[config.mk]
export PLATFORM = sky130hd
export DESIGN_NAME = tmw_timer_top
export DESIGN_NICKNAME = d
export VERILOG_FILES = /design/src/rtl/tmw_pkg.sv /design/src/rtl/tmw_out_unit.sv /design/src/rtl/tmw_timer_top.sv
export SDC_FILE = /design/constraint.sdc
export NUM_CORES = 1
export LEC_CHECK = 0
export BUFFER_PORTS_ARGS = -buffer_cell sky130_fd_sc_hd__buf_2
export CAP_MARGIN = 20
export CORE_ASPECT_RATIO = 1.1
export CORE_UTILIZATION = 60
export DETAILED_ROUTE_END_ITERATION = 6
export GPL_TIMING_DRIVEN = 0
export HOLD_SLACK_MARGIN = 0.02
export PLACE_DENSITY = 0.81
export REMOVE_ABC_BUFFERS = 1
export SETUP_SLACK_MARGIN = 0.15
export SLEW_MARGIN = 10
export SYNTH_ARGS = -nofsm -noshare
export SYNTH_HDL_FRONTEND = slang
export SYNTH_SLANG_ARGS = --single-unit
[constraint.sdc]
create_clock -name clk_sys_i -period 4.3 [get_ports clk_sys_i]
set_clock_uncertainty 0.15 [all_clocks]
set_input_delay 0.43 -clock clk_sys_i [delete_from_list [all_inputs] [get_ports clk_sys_i]]
set_output_delay 0.43 -clock clk_sys_i [all_outputs]
set_load 0.02 [all_outputs]
[src/rtl/tmw_pkg.sv]
package tmw_pkg;
   // Register byte addresses
   localparam logic [7:0]  TMW_OFS_CTRL_A  = 8'h80;
   localparam logic [7:0]  TMW_OFS_CTRL_B  = 8'h81;
   localparam logic [7:0]  TMW_OFS_CMP_A   = 8'h88;
   localparam logic [7:0]  TMW_OFS_CMP_B   = 8'h8A;
   localparam logic [7:0]  TMW_OFS_CAPT    = 8'h86;
   localparam logic [7:0]  TMW_OFS_COUNT   = 8'h84;
   localparam logic [7:0]  TMW_OFS_STATUS  = 8'h8C;
   // Word addresses chosen for the bus
   localparam logic [7:0]  TMW_ADR_CTRL_A  = 8'h00;
   localparam logic [7:0]  TMW_ADR_CTRL_B  = 8'h04;
   localparam logic [7:0]  TMW_ADR_CMP_A   = 8'h08;
   localparam logic [7:0]  TMW_ADR_CMP_B   = 8'h0C;
   localparam logic [7:0]  TMW_ADR_CAPT    = 8'h10;
   localparam logic [7:0]  TMW_ADR_COUNT   = 8'h14;
   localparam logic [7:0]  TMW_ADR_STATUS  = 8'h18;
   // Control A fields
   localparam int          TMW_CA_ACT_A    = 6;
   localparam int          TMW_CA_ACT_B    = 4;
   localparam int          TMW_CA_WGM_LO   = 0;
   // Control B fields
   localparam int          TMW_CB_FILT     = 7;
   localparam int          TMW_CB_EDGE     = 6;
   localparam int          TMW_CB_WGM_HI   = 3;
   localparam int          TMW_CB_CLK      = 0;
   localparam logic [7:0]  TMW_CB_WMASK    = 8'hDF;
   localparam logic [7:0]  TMW_CTRL_RST    = 8'h00;
   localparam logic [15:0] TMW_VAL_RST     = 16'h0000;
   // Counter extremes
   localparam logic [15:0] TMW_MAX         = 16'hFFFF;
   localparam logic [15:0] TMW_TOP8        = 16'h00FF;
   localparam logic [15:0] TMW_TOP9        = 16'h01FF;
   localparam logic [15:0] TMW_TOP10       = 16'h03FF;
   localparam logic [15:0] TMW_BOTTOM      = 16'h0000;
   // Prescaler taps
   localparam int          TMW_DIV8        = 8;
   localparam int          TMW_DIV64       = 64;
   localparam int          TMW_DIV256      = 256;
   localparam int          TMW_DIV1024     = 1024;
   localparam int          TMW_FILT_LEN    = 4;
   // Waveform families
   typedef enum logic [2:0] {
      TMW_WF_NORMAL = 3'b000,
      TMW_WF_CTC    = 3'b001,
      TMW_WF_FAST   = 3'b010,
      TMW_WF_PC     = 3'b011,
      TMW_WF_PFC    = 3'b100,
      TMW_WF_RSVD   = 3'b101
   } tmw_wave_e;
   // TOP source
   typedef enum logic [1:0] {
      TMW_TOP_FIX  = 2'b00,
      TMW_TOP_CMPA = 2'b01,
      TMW_TOP_CAPT = 2'b10
   } tmw_tops_e;
endpackage

[src/rtl/tmw_out_unit.sv]
`timescale 1ns/100ps
`default_nettype none
// One compare output channel: action decode per waveform family
module tmw_out_unit
   import tmw_pkg::*;
#(
   parameter bit              IS_CHAN_A = 1'b1
) (
   input  wire logic          clk_sys_i,
   input  wire logic          rst_i,
   input  wire logic          tick_i,
   input  wire logic [1:0]    action_i,
   input  wire logic [3:0]    mode_i,
   input  wire tmw_wave_e     wave_i,
   input  wire logic          match_i,
   input  wire logic          at_top_i,
   input  wire logic          at_bottom_i,
   input  wire logic          up_i,
   input  wire logic          cmp_is_top_i,
   output logic               pin_sel_o,
   output logic               wave_o
);
   logic wave_q;
   logic toggle_ok;

   // Code 01 toggles both channels in normal/CTC, only channel A in modes 14/15 and 9/11
   always_comb begin
      toggle_ok = 1'b0;
      case (wave_i)
         TMW_WF_NORMAL, TMW_WF_CTC: toggle_ok = 1'b1;
         TMW_WF_FAST: toggle_ok = IS_CHAN_A && (mode_i == 4'd14 || mode_i == 4'd15);
         TMW_WF_PC, TMW_WF_PFC: toggle_ok = IS_CHAN_A && (mode_i == 4'd9 || mode_i == 4'd11);
         default: toggle_ok = 1'b0;
      endcase
   end

   assign pin_sel_o = (action_i[1] || (action_i == 2'b01 && toggle_ok));
   assign wave_o    = wave_q;

   // Output register, updated on timer ticks only
   always_ff @(posedge clk_sys_i) begin
      if (rst_i) begin
         wave_q <= 1'b0;
      end else if (tick_i) begin
         case (wave_i)
            TMW_WF_NORMAL, TMW_WF_CTC: begin
               if (match_i) begin
                  case (action_i)
                     2'b01:   wave_q <= ~wave_q;
                     2'b10:   wave_q <= 1'b0;
                     2'b11:   wave_q <= 1'b1;
                     default: wave_q <= wave_q;
                  endcase
               end
            end
            TMW_WF_FAST: begin
               if (action_i == 2'b01 && toggle_ok && match_i) begin
                  wave_q <= ~wave_q;
               end else if (action_i[1] && at_bottom_i) begin
                  wave_q <= ~action_i[0];
               end else if (action_i[1] && match_i && !(cmp_is_top_i && at_top_i)) begin
                  wave_q <= action_i[0];
               end
            end
            TMW_WF_PC, TMW_WF_PFC: begin
               if (action_i == 2'b01 && toggle_ok && match_i) begin
                  wave_q <= ~wave_q;
               end else if (action_i[1] && match_i) begin
                  wave_q <= up_i ? action_i[0] : ~action_i[0];
               end
            end
            default: wave_q <= wave_q;
         endcase
      end
   end
endmodule
`default_nettype wire

[src/rtl/tmw_timer_top.sv]
// The implementer's own choice: the AXI4-Lite slave port.
`timescale 1ns/100ps
`default_nettype none
// Overview of operation
// - Action 1x routes compare to pin, 01 only where it toggles
// - Non-PWM codes: off, toggle, clear, set
// - Fast toggle only channel A, 14/15
// - Fast: clear match set bottom, inverse
// - Fast: match at TOP ignored
// - Dual slope toggle only A, 9/11
// - Dual slope: level depends on direction
// - Mode selector from both control registers
// - Normal and CTC: immediate, overflow MAX
// - Phase correct: reload TOP, flag BOTTOM
// - Fast PWM: reload TOP, flag TOP
// - Phase-frequency: reload and flag BOTTOM
// - Control B layout, reserved bit reads 0
// - Clock source: stop, prescale, external edge
// - Capture edge: zero falling, one rising
// - Filter needs four equal samples
module tmw_timer_top
   import tmw_pkg::*;
(
   input  wire logic        clk_sys_i,
   input  wire logic        rst_i,
   input  wire logic [7:0]  s_axi_awaddr,
   input  wire logic        s_axi_awvalid,
   output logic             s_axi_awready,
   input  wire logic [31:0] s_axi_wdata,
   input  wire logic [3:0]  s_axi_wstrb,
   input  wire logic        s_axi_wvalid,
   output logic             s_axi_wready,
   output logic [1:0]       s_axi_bresp,
   output logic             s_axi_bvalid,
   input  wire logic        s_axi_bready,
   input  wire logic [7:0]  s_axi_araddr,
   input  wire logic        s_axi_arvalid,
   output logic             s_axi_arready,
   output logic [31:0]      s_axi_rdata,
   output logic [1:0]       s_axi_rresp,
   output logic             s_axi_rvalid,
   input  wire logic        s_axi_rready,
   input  wire logic        ext_clk_pin_i,
   input  wire logic        capture_pin_i,
   input  wire logic        port_a_data_i,
   input  wire logic        port_b_data_i,
   output logic             compare_out_a,
   output logic             compare_out_b,
   output logic             pin_sel_a_o,
   output logic             pin_sel_b_o,
   output logic             overflow_flag_o
);
   ////////////////////////////////////////////////////////////////////////////
   // Registers
   logic [7:0]  ctrl_a_q;
   logic [7:0]  ctrl_b_q;
   logic [15:0] cmp_a_buf_q, cmp_b_buf_q;
   logic [15:0] cmp_a_q, cmp_b_q;
   logic [15:0] capture_value_q;
   logic [15:0] count_value_q;
   logic        up_q;
   logic        overflow_flag_q, capt_flag_q;
   logic [1:0]  chan_a_output_action, chan_b_output_action;
   logic [3:0]  waveform_mode_sel;
   logic [2:0]  clock_source_sel;
   logic        capture_filter_en, capture_edge_sel;

   assign chan_a_output_action = ctrl_a_q[TMW_CA_ACT_A +: 2];
   assign chan_b_output_action = ctrl_a_q[TMW_CA_ACT_B +: 2];
   assign waveform_mode_sel = {ctrl_b_q[TMW_CB_WGM_HI +: 2], ctrl_a_q[TMW_CA_WGM_LO +: 2]};
   assign clock_source_sel  = ctrl_b_q[TMW_CB_CLK +: 3];
   assign capture_filter_en = ctrl_b_q[TMW_CB_FILT];
   assign capture_edge_sel  = ctrl_b_q[TMW_CB_EDGE];

   ////////////////////////////////////////////////////////////////////////////
   // Mode decode
   tmw_wave_e   wave;
   tmw_tops_e   top_src;
   logic [15:0] fixed_top, top_val;

   always_comb begin
      wave      = TMW_WF_RSVD;
      top_src   = TMW_TOP_FIX;
      fixed_top = TMW_MAX;
      case (waveform_mode_sel)
         4'd0:  wave = TMW_WF_NORMAL;
         4'd4:  begin wave = TMW_WF_CTC;  top_src = TMW_TOP_CMPA; end
         4'd12: begin wave = TMW_WF_CTC;  top_src = TMW_TOP_CAPT; end
         4'd1:  begin wave = TMW_WF_PC;   fixed_top = TMW_TOP8;  end
         4'd2:  begin wave = TMW_WF_PC;   fixed_top = TMW_TOP9;  end
         4'd3:  begin wave = TMW_WF_PC;   fixed_top = TMW_TOP10; end
         4'd10: begin wave = TMW_WF_PC;   top_src = TMW_TOP_CAPT; end
         4'd11: begin wave = TMW_WF_PC;   top_src = TMW_TOP_CMPA; end
         4'd5:  begin wave = TMW_WF_FAST; fixed_top = TMW_TOP8;  end
         4'd6:  begin wave = TMW_WF_FAST; fixed_top = TMW_TOP9;  end
         4'd7:  begin wave = TMW_WF_FAST; fixed_top = TMW_TOP10; end
         4'd14: begin wave = TMW_WF_FAST; top_src = TMW_TOP_CAPT; end
         4'd15: begin wave = TMW_WF_FAST; top_src = TMW_TOP_CMPA; end
         4'd8:  begin wave = TMW_WF_PFC;  top_src = TMW_TOP_CAPT; end
         4'd9:  begin wave = TMW_WF_PFC;  top_src = TMW_TOP_CMPA; end
         default: wave = TMW_WF_RSVD;
      endcase
   end

   always_comb begin
      case (top_src)
         TMW_TOP_CMPA: top_val = cmp_a_q;
         TMW_TOP_CAPT: top_val = capture_value_q;
         default:      top_val = fixed_top;
      endcase
   end

   ////////////////////////////////////////////////////////////////////////////
   // Pin synchronisers
   logic [1:0] ext_sync_q, cap_sync_q;
   logic       ext_prev_q, cap_prev_q;

   always_ff @(posedge clk_sys_i) begin
      if (rst_i) begin
         ext_sync_q <= 2'b00;
         cap_sync_q <= 2'b00;
         ext_prev_q <= 1'b0;
      end else begin
         ext_sync_q <= {ext_sync_q[0], ext_clk_pin_i};
         cap_sync_q <= {cap_sync_q[0], capture_pin_i};
         ext_prev_q <= ext_sync_q[1];
      end
   end

   ////////////////////////////////////////////////////////////////////////////
   // Prescaler; free running so taps stay aligned
   logic [9:0] presc_q;
   logic       tick;

   always_ff @(posedge clk_sys_i) begin
      if (rst_i) begin
         presc_q <= 10'h000;
      end else begin
         presc_q <= presc_q + 10'h001;
      end
   end

   always_comb begin
      case (clock_source_sel)
         3'b001:  tick = 1'b1;
         3'b010:  tick = (presc_q[2:0] == 3'(TMW_DIV8 - 1));
         3'b011:  tick = (presc_q[5:0] == 6'(TMW_DIV64 - 1));
         3'b100:  tick = (presc_q[7:0] == 8'(TMW_DIV256 - 1));
         3'b101:  tick = (presc_q == 10'(TMW_DIV1024 - 1));
         3'b110:  tick = ext_prev_q && !ext_sync_q[1];
         3'b111:  tick = !ext_prev_q && ext_sync_q[1];
         default: tick = 1'b0;
      endcase
   end

   ////////////////////////////////////////////////////////////////////////////
   // Capture input filter and edge detect
   logic [TMW_FILT_LEN-1:0] filt_hist_q;
   logic                    filt_q, cap_in;
   logic                    capt_event;

   always_ff @(posedge clk_sys_i) begin
      if (rst_i) begin
         filt_hist_q <= '0;
         filt_q      <= 1'b0;
      end else begin
         filt_hist_q <= {filt_hist_q[TMW_FILT_LEN-2:0], cap_sync_q[1]};
         if (&filt_hist_q) begin
            filt_q <= 1'b1;
         end else if (~|filt_hist_q) begin
            filt_q <= 1'b0;
         end
      end
   end

   assign cap_in = capture_filter_en ? filt_q : cap_sync_q[1];

   always_ff @(posedge clk_sys_i) begin
      if (rst_i) begin
         cap_prev_q <= 1'b0;
      end else begin
         cap_prev_q <= cap_in;
      end
   end

   // edge polarity; capture off when it sets TOP
   assign capt_event = (top_src != TMW_TOP_CAPT) &&
                       (capture_edge_sel ? (cap_in && !cap_prev_q) : (!cap_in && cap_prev_q));

   ////////////////////////////////////////////////////////////////////////////
   // Counter
   logic at_top, at_bottom, match_a, match_b, cnt_wr;

   assign at_top    = (count_value_q == top_val);
   assign at_bottom = (count_value_q == TMW_BOTTOM);
   assign match_a   = (count_value_q == cmp_a_q);
   assign match_b   = (count_value_q == cmp_b_q);

   always_ff @(posedge clk_sys_i) begin
      if (rst_i) begin
         count_value_q <= TMW_VAL_RST;
         up_q          <= 1'b1;
      end else if (cnt_wr) begin
         count_value_q <= w_data_q[15:0];
      end else if (tick) begin
         case (wave)
            TMW_WF_NORMAL: count_value_q <= count_value_q + 16'h0001;
            TMW_WF_CTC, TMW_WF_FAST: count_value_q <= at_top ? TMW_BOTTOM : count_value_q + 16'h0001;
            TMW_WF_PC, TMW_WF_PFC: begin
               if (up_q && at_top) begin
                  up_q          <= 1'b0;
                  count_value_q <= count_value_q - 16'h0001;
               end else if (!up_q && at_bottom) begin
                  up_q          <= 1'b1;
                  count_value_q <= count_value_q + 16'h0001;
               end else begin
                  count_value_q <= up_q ? count_value_q + 16'h0001 : count_value_q - 16'h0001;
               end
            end
            default: count_value_q <= count_value_q;
         endcase
      end
   end

   ////////////////////////////////////////////////////////////////////////////
   // Compare reload and overflow point
   logic reload, ovf_set;

   always_comb begin
      case (wave)
         TMW_WF_NORMAL, TMW_WF_CTC: begin
            reload  = 1'b1;
            ovf_set = tick && (count_value_q == TMW_MAX);
         end
         TMW_WF_PC: begin
            reload  = tick && at_top;
            ovf_set = tick && at_bottom && !up_q;
         end
         TMW_WF_FAST: begin
            reload  = tick && at_top;
            ovf_set = tick && at_top;
         end
         TMW_WF_PFC: begin
            reload  = tick && at_bottom && !up_q;
            ovf_set = tick && at_bottom && !up_q;
         end
         default: begin
            reload  = 1'b0;
            ovf_set = 1'b0;
         end
      endcase
   end

   ////////////////////////////////////////////////////////////////////////////
   // AXI4-Lite slave, one write and one read at a time
   logic        aw_hold_q, w_hold_q;
   logic [7:0]  aw_addr_q;
   logic [31:0] w_data_q;
   logic [3:0]  w_strb_q;
   logic        wr_fire, rd_fire;

   assign s_axi_awready = !aw_hold_q && !s_axi_bvalid;
   assign s_axi_wready  = !w_hold_q && !s_axi_bvalid;
   assign s_axi_arready = !s_axi_rvalid;
   assign wr_fire       = aw_hold_q && w_hold_q;
   assign rd_fire       = s_axi_arvalid && s_axi_arready;
   assign cnt_wr        = wr_fire && aw_addr_q == TMW_ADR_COUNT && w_strb_q[1:0] == 2'b11;

   always_ff @(posedge clk_sys_i) begin
      if (rst_i) begin
         aw_hold_q    <= 1'b0;
         w_hold_q     <= 1'b0;
         aw_addr_q    <= 8'h00;
         w_data_q     <= 32'h0000_0000;
         w_strb_q     <= 4'h0;
         s_axi_bvalid <= 1'b0;
         s_axi_bresp  <= 2'b00;
      end else begin
         if (s_axi_awvalid && s_axi_awready) begin
            aw_hold_q <= 1'b1;
            aw_addr_q <= s_axi_awaddr;
         end
         if (s_axi_wvalid && s_axi_wready) begin
            w_hold_q <= 1'b1;
            w_data_q <= s_axi_wdata;
            w_strb_q <= s_axi_wstrb;
         end
         if (wr_fire) begin
            aw_hold_q    <= 1'b0;
            w_hold_q     <= 1'b0;
            s_axi_bvalid <= 1'b1;
            s_axi_bresp  <= (aw_addr_q > TMW_ADR_STATUS || aw_addr_q[1:0] != 2'b00) ? 2'b10 : 2'b00;
         end else if (s_axi_bvalid && s_axi_bready) begin
            s_axi_bvalid <= 1'b0;
         end
      end
   end

   // Control and compare buffers written by software
   always_ff @(posedge clk_sys_i) begin
      if (rst_i) begin
         ctrl_a_q    <= TMW_CTRL_RST;
         ctrl_b_q    <= TMW_CTRL_RST;
         cmp_a_buf_q <= TMW_VAL_RST;
         cmp_b_buf_q <= TMW_VAL_RST;
      end else if (wr_fire && w_strb_q[0]) begin
         case (aw_addr_q)
            TMW_ADR_CTRL_A: ctrl_a_q <= w_data_q[7:0];
            TMW_ADR_CTRL_B: ctrl_b_q <= w_data_q[7:0] & TMW_CB_WMASK;
            TMW_ADR_CMP_A:  if (w_strb_q[1]) cmp_a_buf_q <= w_data_q[15:0];
            TMW_ADR_CMP_B:  if (w_strb_q[1]) cmp_b_buf_q <= w_data_q[15:0];
            default: ;
         endcase
      end
   end

   // Active compare values take the buffer at the mode's reload point
   always_ff @(posedge clk_sys_i) begin
      if (rst_i) begin
         cmp_a_q <= TMW_VAL_RST;
         cmp_b_q <= TMW_VAL_RST;
      end else if (reload) begin
         cmp_a_q <= cmp_a_buf_q;
         cmp_b_q <= cmp_b_buf_q;
      end
   end

   // Capture register: software write or pin event
   always_ff @(posedge clk_sys_i) begin
      if (rst_i) begin
         capture_value_q <= TMW_VAL_RST;
      end else if (wr_fire && aw_addr_q == TMW_ADR_CAPT && w_strb_q[1:0] == 2'b11) begin
         capture_value_q <= w_data_q[15:0];
      end else if (capt_event) begin
         capture_value_q <= count_value_q;
      end
   end

   // Sticky flags; a set in the clearing cycle wins
   logic flag_clr_wr;
   assign flag_clr_wr = wr_fire && aw_addr_q == TMW_ADR_STATUS && w_strb_q[0];

   always_ff @(posedge clk_sys_i) begin
      if (rst_i) begin
         overflow_flag_q <= 1'b0;
         capt_flag_q     <= 1'b0;
      end else begin
         overflow_flag_q <= ovf_set || (overflow_flag_q && !(flag_clr_wr && w_data_q[0]));
         capt_flag_q     <= capt_event || (capt_flag_q && !(flag_clr_wr && w_data_q[1]));
      end
   end

   // Read path; registered data
   always_ff @(posedge clk_sys_i) begin
      if (rst_i) begin
         s_axi_rvalid <= 1'b0;
         s_axi_rdata  <= 32'h0000_0000;
         s_axi_rresp  <= 2'b00;
      end else if (rd_fire) begin
         s_axi_rvalid <= 1'b1;
         s_axi_rresp  <= 2'b00;
         case (s_axi_araddr)
            TMW_ADR_CTRL_A: s_axi_rdata <= {24'h00_0000, ctrl_a_q};
            TMW_ADR_CTRL_B: s_axi_rdata <= {24'h00_0000, ctrl_b_q};
            TMW_ADR_CMP_A:  s_axi_rdata <= {16'h0000, cmp_a_buf_q};
            TMW_ADR_CMP_B:  s_axi_rdata <= {16'h0000, cmp_b_buf_q};
            TMW_ADR_CAPT:   s_axi_rdata <= {16'h0000, capture_value_q};
            TMW_ADR_COUNT:  s_axi_rdata <= {16'h0000, count_value_q};
            TMW_ADR_STATUS: s_axi_rdata <= {29'h0000_0000, up_q, capt_flag_q, overflow_flag_q};
            default: begin
               s_axi_rdata <= 32'h0000_0000;
               s_axi_rresp <= 2'b10;
            end
         endcase
      end else if (s_axi_rvalid && s_axi_rready) begin
         s_axi_rvalid <= 1'b0;
      end
   end

   ////////////////////////////////////////////////////////////////////////////
   // Compare output channels and pin mux
   logic wave_a, wave_b, sel_a, sel_b;

   tmw_out_unit #(.IS_CHAN_A(1'b1)) u_out_a (
      .clk_sys_i    (clk_sys_i),
      .rst_i        (rst_i),
      .tick_i       (tick && !cnt_wr),
      .action_i     (chan_a_output_action),
      .mode_i       (waveform_mode_sel),
      .wave_i       (wave),
      .match_i      (match_a),
      .at_top_i     (at_top),
      .at_bottom_i  (at_bottom),
      .up_i         (up_q),
      .cmp_is_top_i (cmp_a_q == top_val),
      .pin_sel_o    (sel_a),
      .wave_o       (wave_a)
   );

   tmw_out_unit #(.IS_CHAN_A(1'b0)) u_out_b (
      .clk_sys_i    (clk_sys_i),
      .rst_i        (rst_i),
      .tick_i       (tick && !cnt_wr),
      .action_i     (chan_b_output_action),
      .mode_i       (waveform_mode_sel),
      .wave_i       (wave),
      .match_i      (match_b),
      .at_top_i     (at_top),
      .at_bottom_i  (at_bottom),
      .up_i         (up_q),
      .cmp_is_top_i (cmp_b_q == top_val),
      .pin_sel_o    (sel_b),
      .wave_o       (wave_b)
   );

   // compare replaces port data; driver enable is software's
   assign compare_out_a   = sel_a ? wave_a : port_a_data_i;
   assign compare_out_b   = sel_b ? wave_b : port_b_data_i;
   assign pin_sel_a_o     = sel_a;
   assign pin_sel_b_o     = sel_b;
   assign overflow_flag_o = overflow_flag_q;
endmodule
`default_nettype wire

==> results.py <==
metrics = {
    "sta": {
        "min_period_over_period_pct": 94.38,
        "fin_ws_ns": 0.2416,
        "rsz0062_at_grt": "no",
        "slew_headroom_pct": 24.21,
        "worst_pin_slew_ns": 1.135,
        "slew_violations": 0,
        "hold_violations": 0,
        "clock.fmax_ghz": 0.2464,
        "fin_crit_ns": 4.058,
        "setup_viol": 0,
    },
    "route": {
        "dr.first_iter.drc_count": 982,
        "wl_met2_um": 13970,
        "met1_length_um": 12870,
        "routed_wl_um": 30960,
        "vias_per_cell": 6.481,
        "wl_met3_um": 2708,
        "routed.top_layer": "met4",
        "num_vias": 9851,
        "avgRoutedWirePerCell_um": 20.37,
        "drc": 0,
        "ant_nets": 0,
        "drtPass1Iterations": 6,
    },
    "clock_tree": {
        "clockBufferDepth": 2,
        "cts.sinks": 185,
        "htreeDepth": 4,
        "cts_made_buffers": 17,
        "tritoncts": "done",
        "clock_latency_ns": 0.45,
        "cts_root_buf": "clkbuf_16",
        "clkTransAtPathRegs_ns": 0.08,
    },
    "yosys": {
        "synthArstFlopShare_pct": 0,
        "yosys-top-cells-area": "dfxtp_1, mux2i_1, nor2_1",
        "synth_warnings": 0,
        "netlist_instances": 1261,
        "yosysSeqAreaShare_pct": 35.54,
        "syn_area_mm2": 0.01042,
        "synthFlopType": "dfxtp_1",
        "synth_cell_type_count": 81,
        "yosys.area.top_type_share_pct": 35.54,
        "synth_top_area_cell": "dfxtp_1",
        "synth_edf_count": 0,
        "ys_seq_elements": 185,
        "postSynthAreaPerCell_um2": 8.264,
    },
    "place": {
        "gp_congestion": 0.9849,
        "dpl.hpwl_um": 20700,
        "portBuffers": 72,
        "placed_cell_area_mm2": 0.01074,
        "dp_slack_ns": -0.8409,
    },
    "pwr": {
        "p_leak_nw": 4.602,
        "power_w": 0.003483,
        "p_per_area_mw_per_mm2": 299.6,
        "peakVddDrop_mv": 0.2647,
    },
    "setup_path": {
        "critPathArrivalTime_ns": 4.21,
        "ff2ff_path_depth": 12,
        "critical_path_required_ns": 4.45,
        "criticalPathCategory": "flop to flop",
        "setup.worst_path.start_class": "flop",
        "cp_max_fo": 35,
        "endpoint_kind": "flop",
        "r2r_slack_ns": 0.24,
    },
    "die": {
        "die_area_mm2": 0.01790,
        "rows": 50,
        "dieHeight_um": 140.2,
        "pin_count": 109,
        "die_w_um": 127.7,
        "core_mm2": 0.01702,
        "start_util_pct": 61.24,
    },
    "final_layout": {
        "seq_area_mm2": 0.003711,
        "final_area_mm2": 0.01162,
        "mostFrequentLayoutCells": "nor2_1, dfxtp_1, nand2_1",
        "num-fill-cells": 1381,
        "final_common_cell": "nor2_1",
        "area_growth_pct": 11.55,
        "multiInputGateArea_mm2": 0.006345,
        "final_layout_size_suffix_gt1_share_pct": 13.37,
        "nets": 1344,
        "antenna_cells": 0,
    },
    "grt": {
        "antenna_found_initial": 1,
        "grt_pass1_vias": 8872,
        "grt-ovfl-total": 0,
        "grt_usage_pct": 34.31,
        "grt_pass1_wl_um": 47450,
        "grt_max_degree": 109,
    },
    "flow_run": {
        "maxCapViolations": 0,
    },
    "worst_hold_path": {
        "min_path_type": "primary input to flop",
        "hold-path-cell-count": 2,
    },
    "outcome": {
        "run_status": "finished clean",
    },
}
critical path, cell delays in order (launching register included):
cell and delay [ns]:
dfxtp_2 0.41, or2_2 0.31, o21a_1 0.21, ha_4 0.31
a221o_1 0.51, or4b_1 0.51, o31ai_2 0.13, o22ai_4 0.20
nor4b_4 0.49, buf_4 0.21, nor3_1 0.05, a311oi_1 0.31
nor4_1 0.09
metrics by stage:
step                hold slack (ns)  setup TNS (ns)  cells  utilization (%)
CTS                         0.03406               0   1513            67.40
floorplan                    0.2638          -25.33   1166                -
global placement             0.2697          -92.48   1472            62.37
detailed placement           0.2756          -33.20   1476            63.13
global route                0.04065               0   1520            68.32
finish                      0.04054               0   1520            68.32
worst paths after layout:
kind	start	to
worst max-delay path	ctrl_a_q[0]	count_value_q[14]
worst min-delay path	ext_clk_pin_i	ext_sync_q[0]
worst max register to register	ctrl_a_q[0]	count_value_q[14]
worst min register to register	cap_sync_q[0]	cap_sync_q[1]
registers in the layout, summed over array words and instances (netlist names), 2 cells and up:
signal / flops
w_strb_q: 2
presc_q: 10
count_value_q: 16
aw_addr_q: 8
cmp_b_buf_q: 16
ctrl_b_q: 7
ext_sync_q: 2
cmp_a_buf_q: 16
w_data_q: 16
capture_value_q: 16
ctrl_a_q: 8
cap_sync_q: 2
cmp_b_q: 16
s_axi_rdata: 16
filt_hist_q: 4
cmp_a_q: 16
Yosys cell counts, drive strengths merged, types with 16 or more instances:
cell type,count
nor2,194
nor4,18
nand4,16
dfxtp,185
nand3,30
mux2i,97
nor3,23
inv,19
xnor2,28
o21ai,24
a221oi,18
a211oi,23
nand2,98
xor2,52
a22oi,40
clkbuf,73
nor2b,18
buf,39
a21oi,97
logic make-up after synthesis:
group,after synthesis,synth area share (%)
AO/OA/AOI/OAI,299,20.55
XOR/XNOR,80,6.724
buffers and inverters,131,5.727
adder cells (fa/ha/maj),8,0.9605
AND/OR/NAND/NOR,458,20.93
multiplexers,99,9.533
other,1,0.03598
flip-flops,185,35.54
per-layer routing:
layer / vias to the layer above / GRT usage (%)
li1: 4534 / -
met3: 122 / 6.379
met2: 535 / 53.01
met5: - / 0
met1: 4660 / 45.45
met4: 0 / 18.33
power breakdown:
part,total (W),switching (W),leakage [nW],internal [W]
Combinational,0.000168,0.000115,2.83,0.0000530
Sequential,0.00177,0.0000335,1.50,0.00174
Clock,0.00154,0.000770,0.276,0.000774
layout make-up:
type,instances,area share [%]
Tap cell,234,2.519
Inverter,19,0.6135
Clock buffer,18,3.692
Timing Repair Buffer,88,5.382
Multi-Input combinational cell,962,54.58
Sequential cell,185,31.92
Clock inverter,14,1.292
repair_timing:
| item | CTS | global route |
|---|---|---|
| endpoints found under the hold margin | 1 | 0 |
| gates resized for setup | 16 | 11 |
| hold buffers | 1 | 0 |
| pin swaps | 5 | 5 |
| buffers inserted | 4 | 4 |
| setup endpoints to repair | 52 | 48 |
Power figures use the tool's default switching activity.
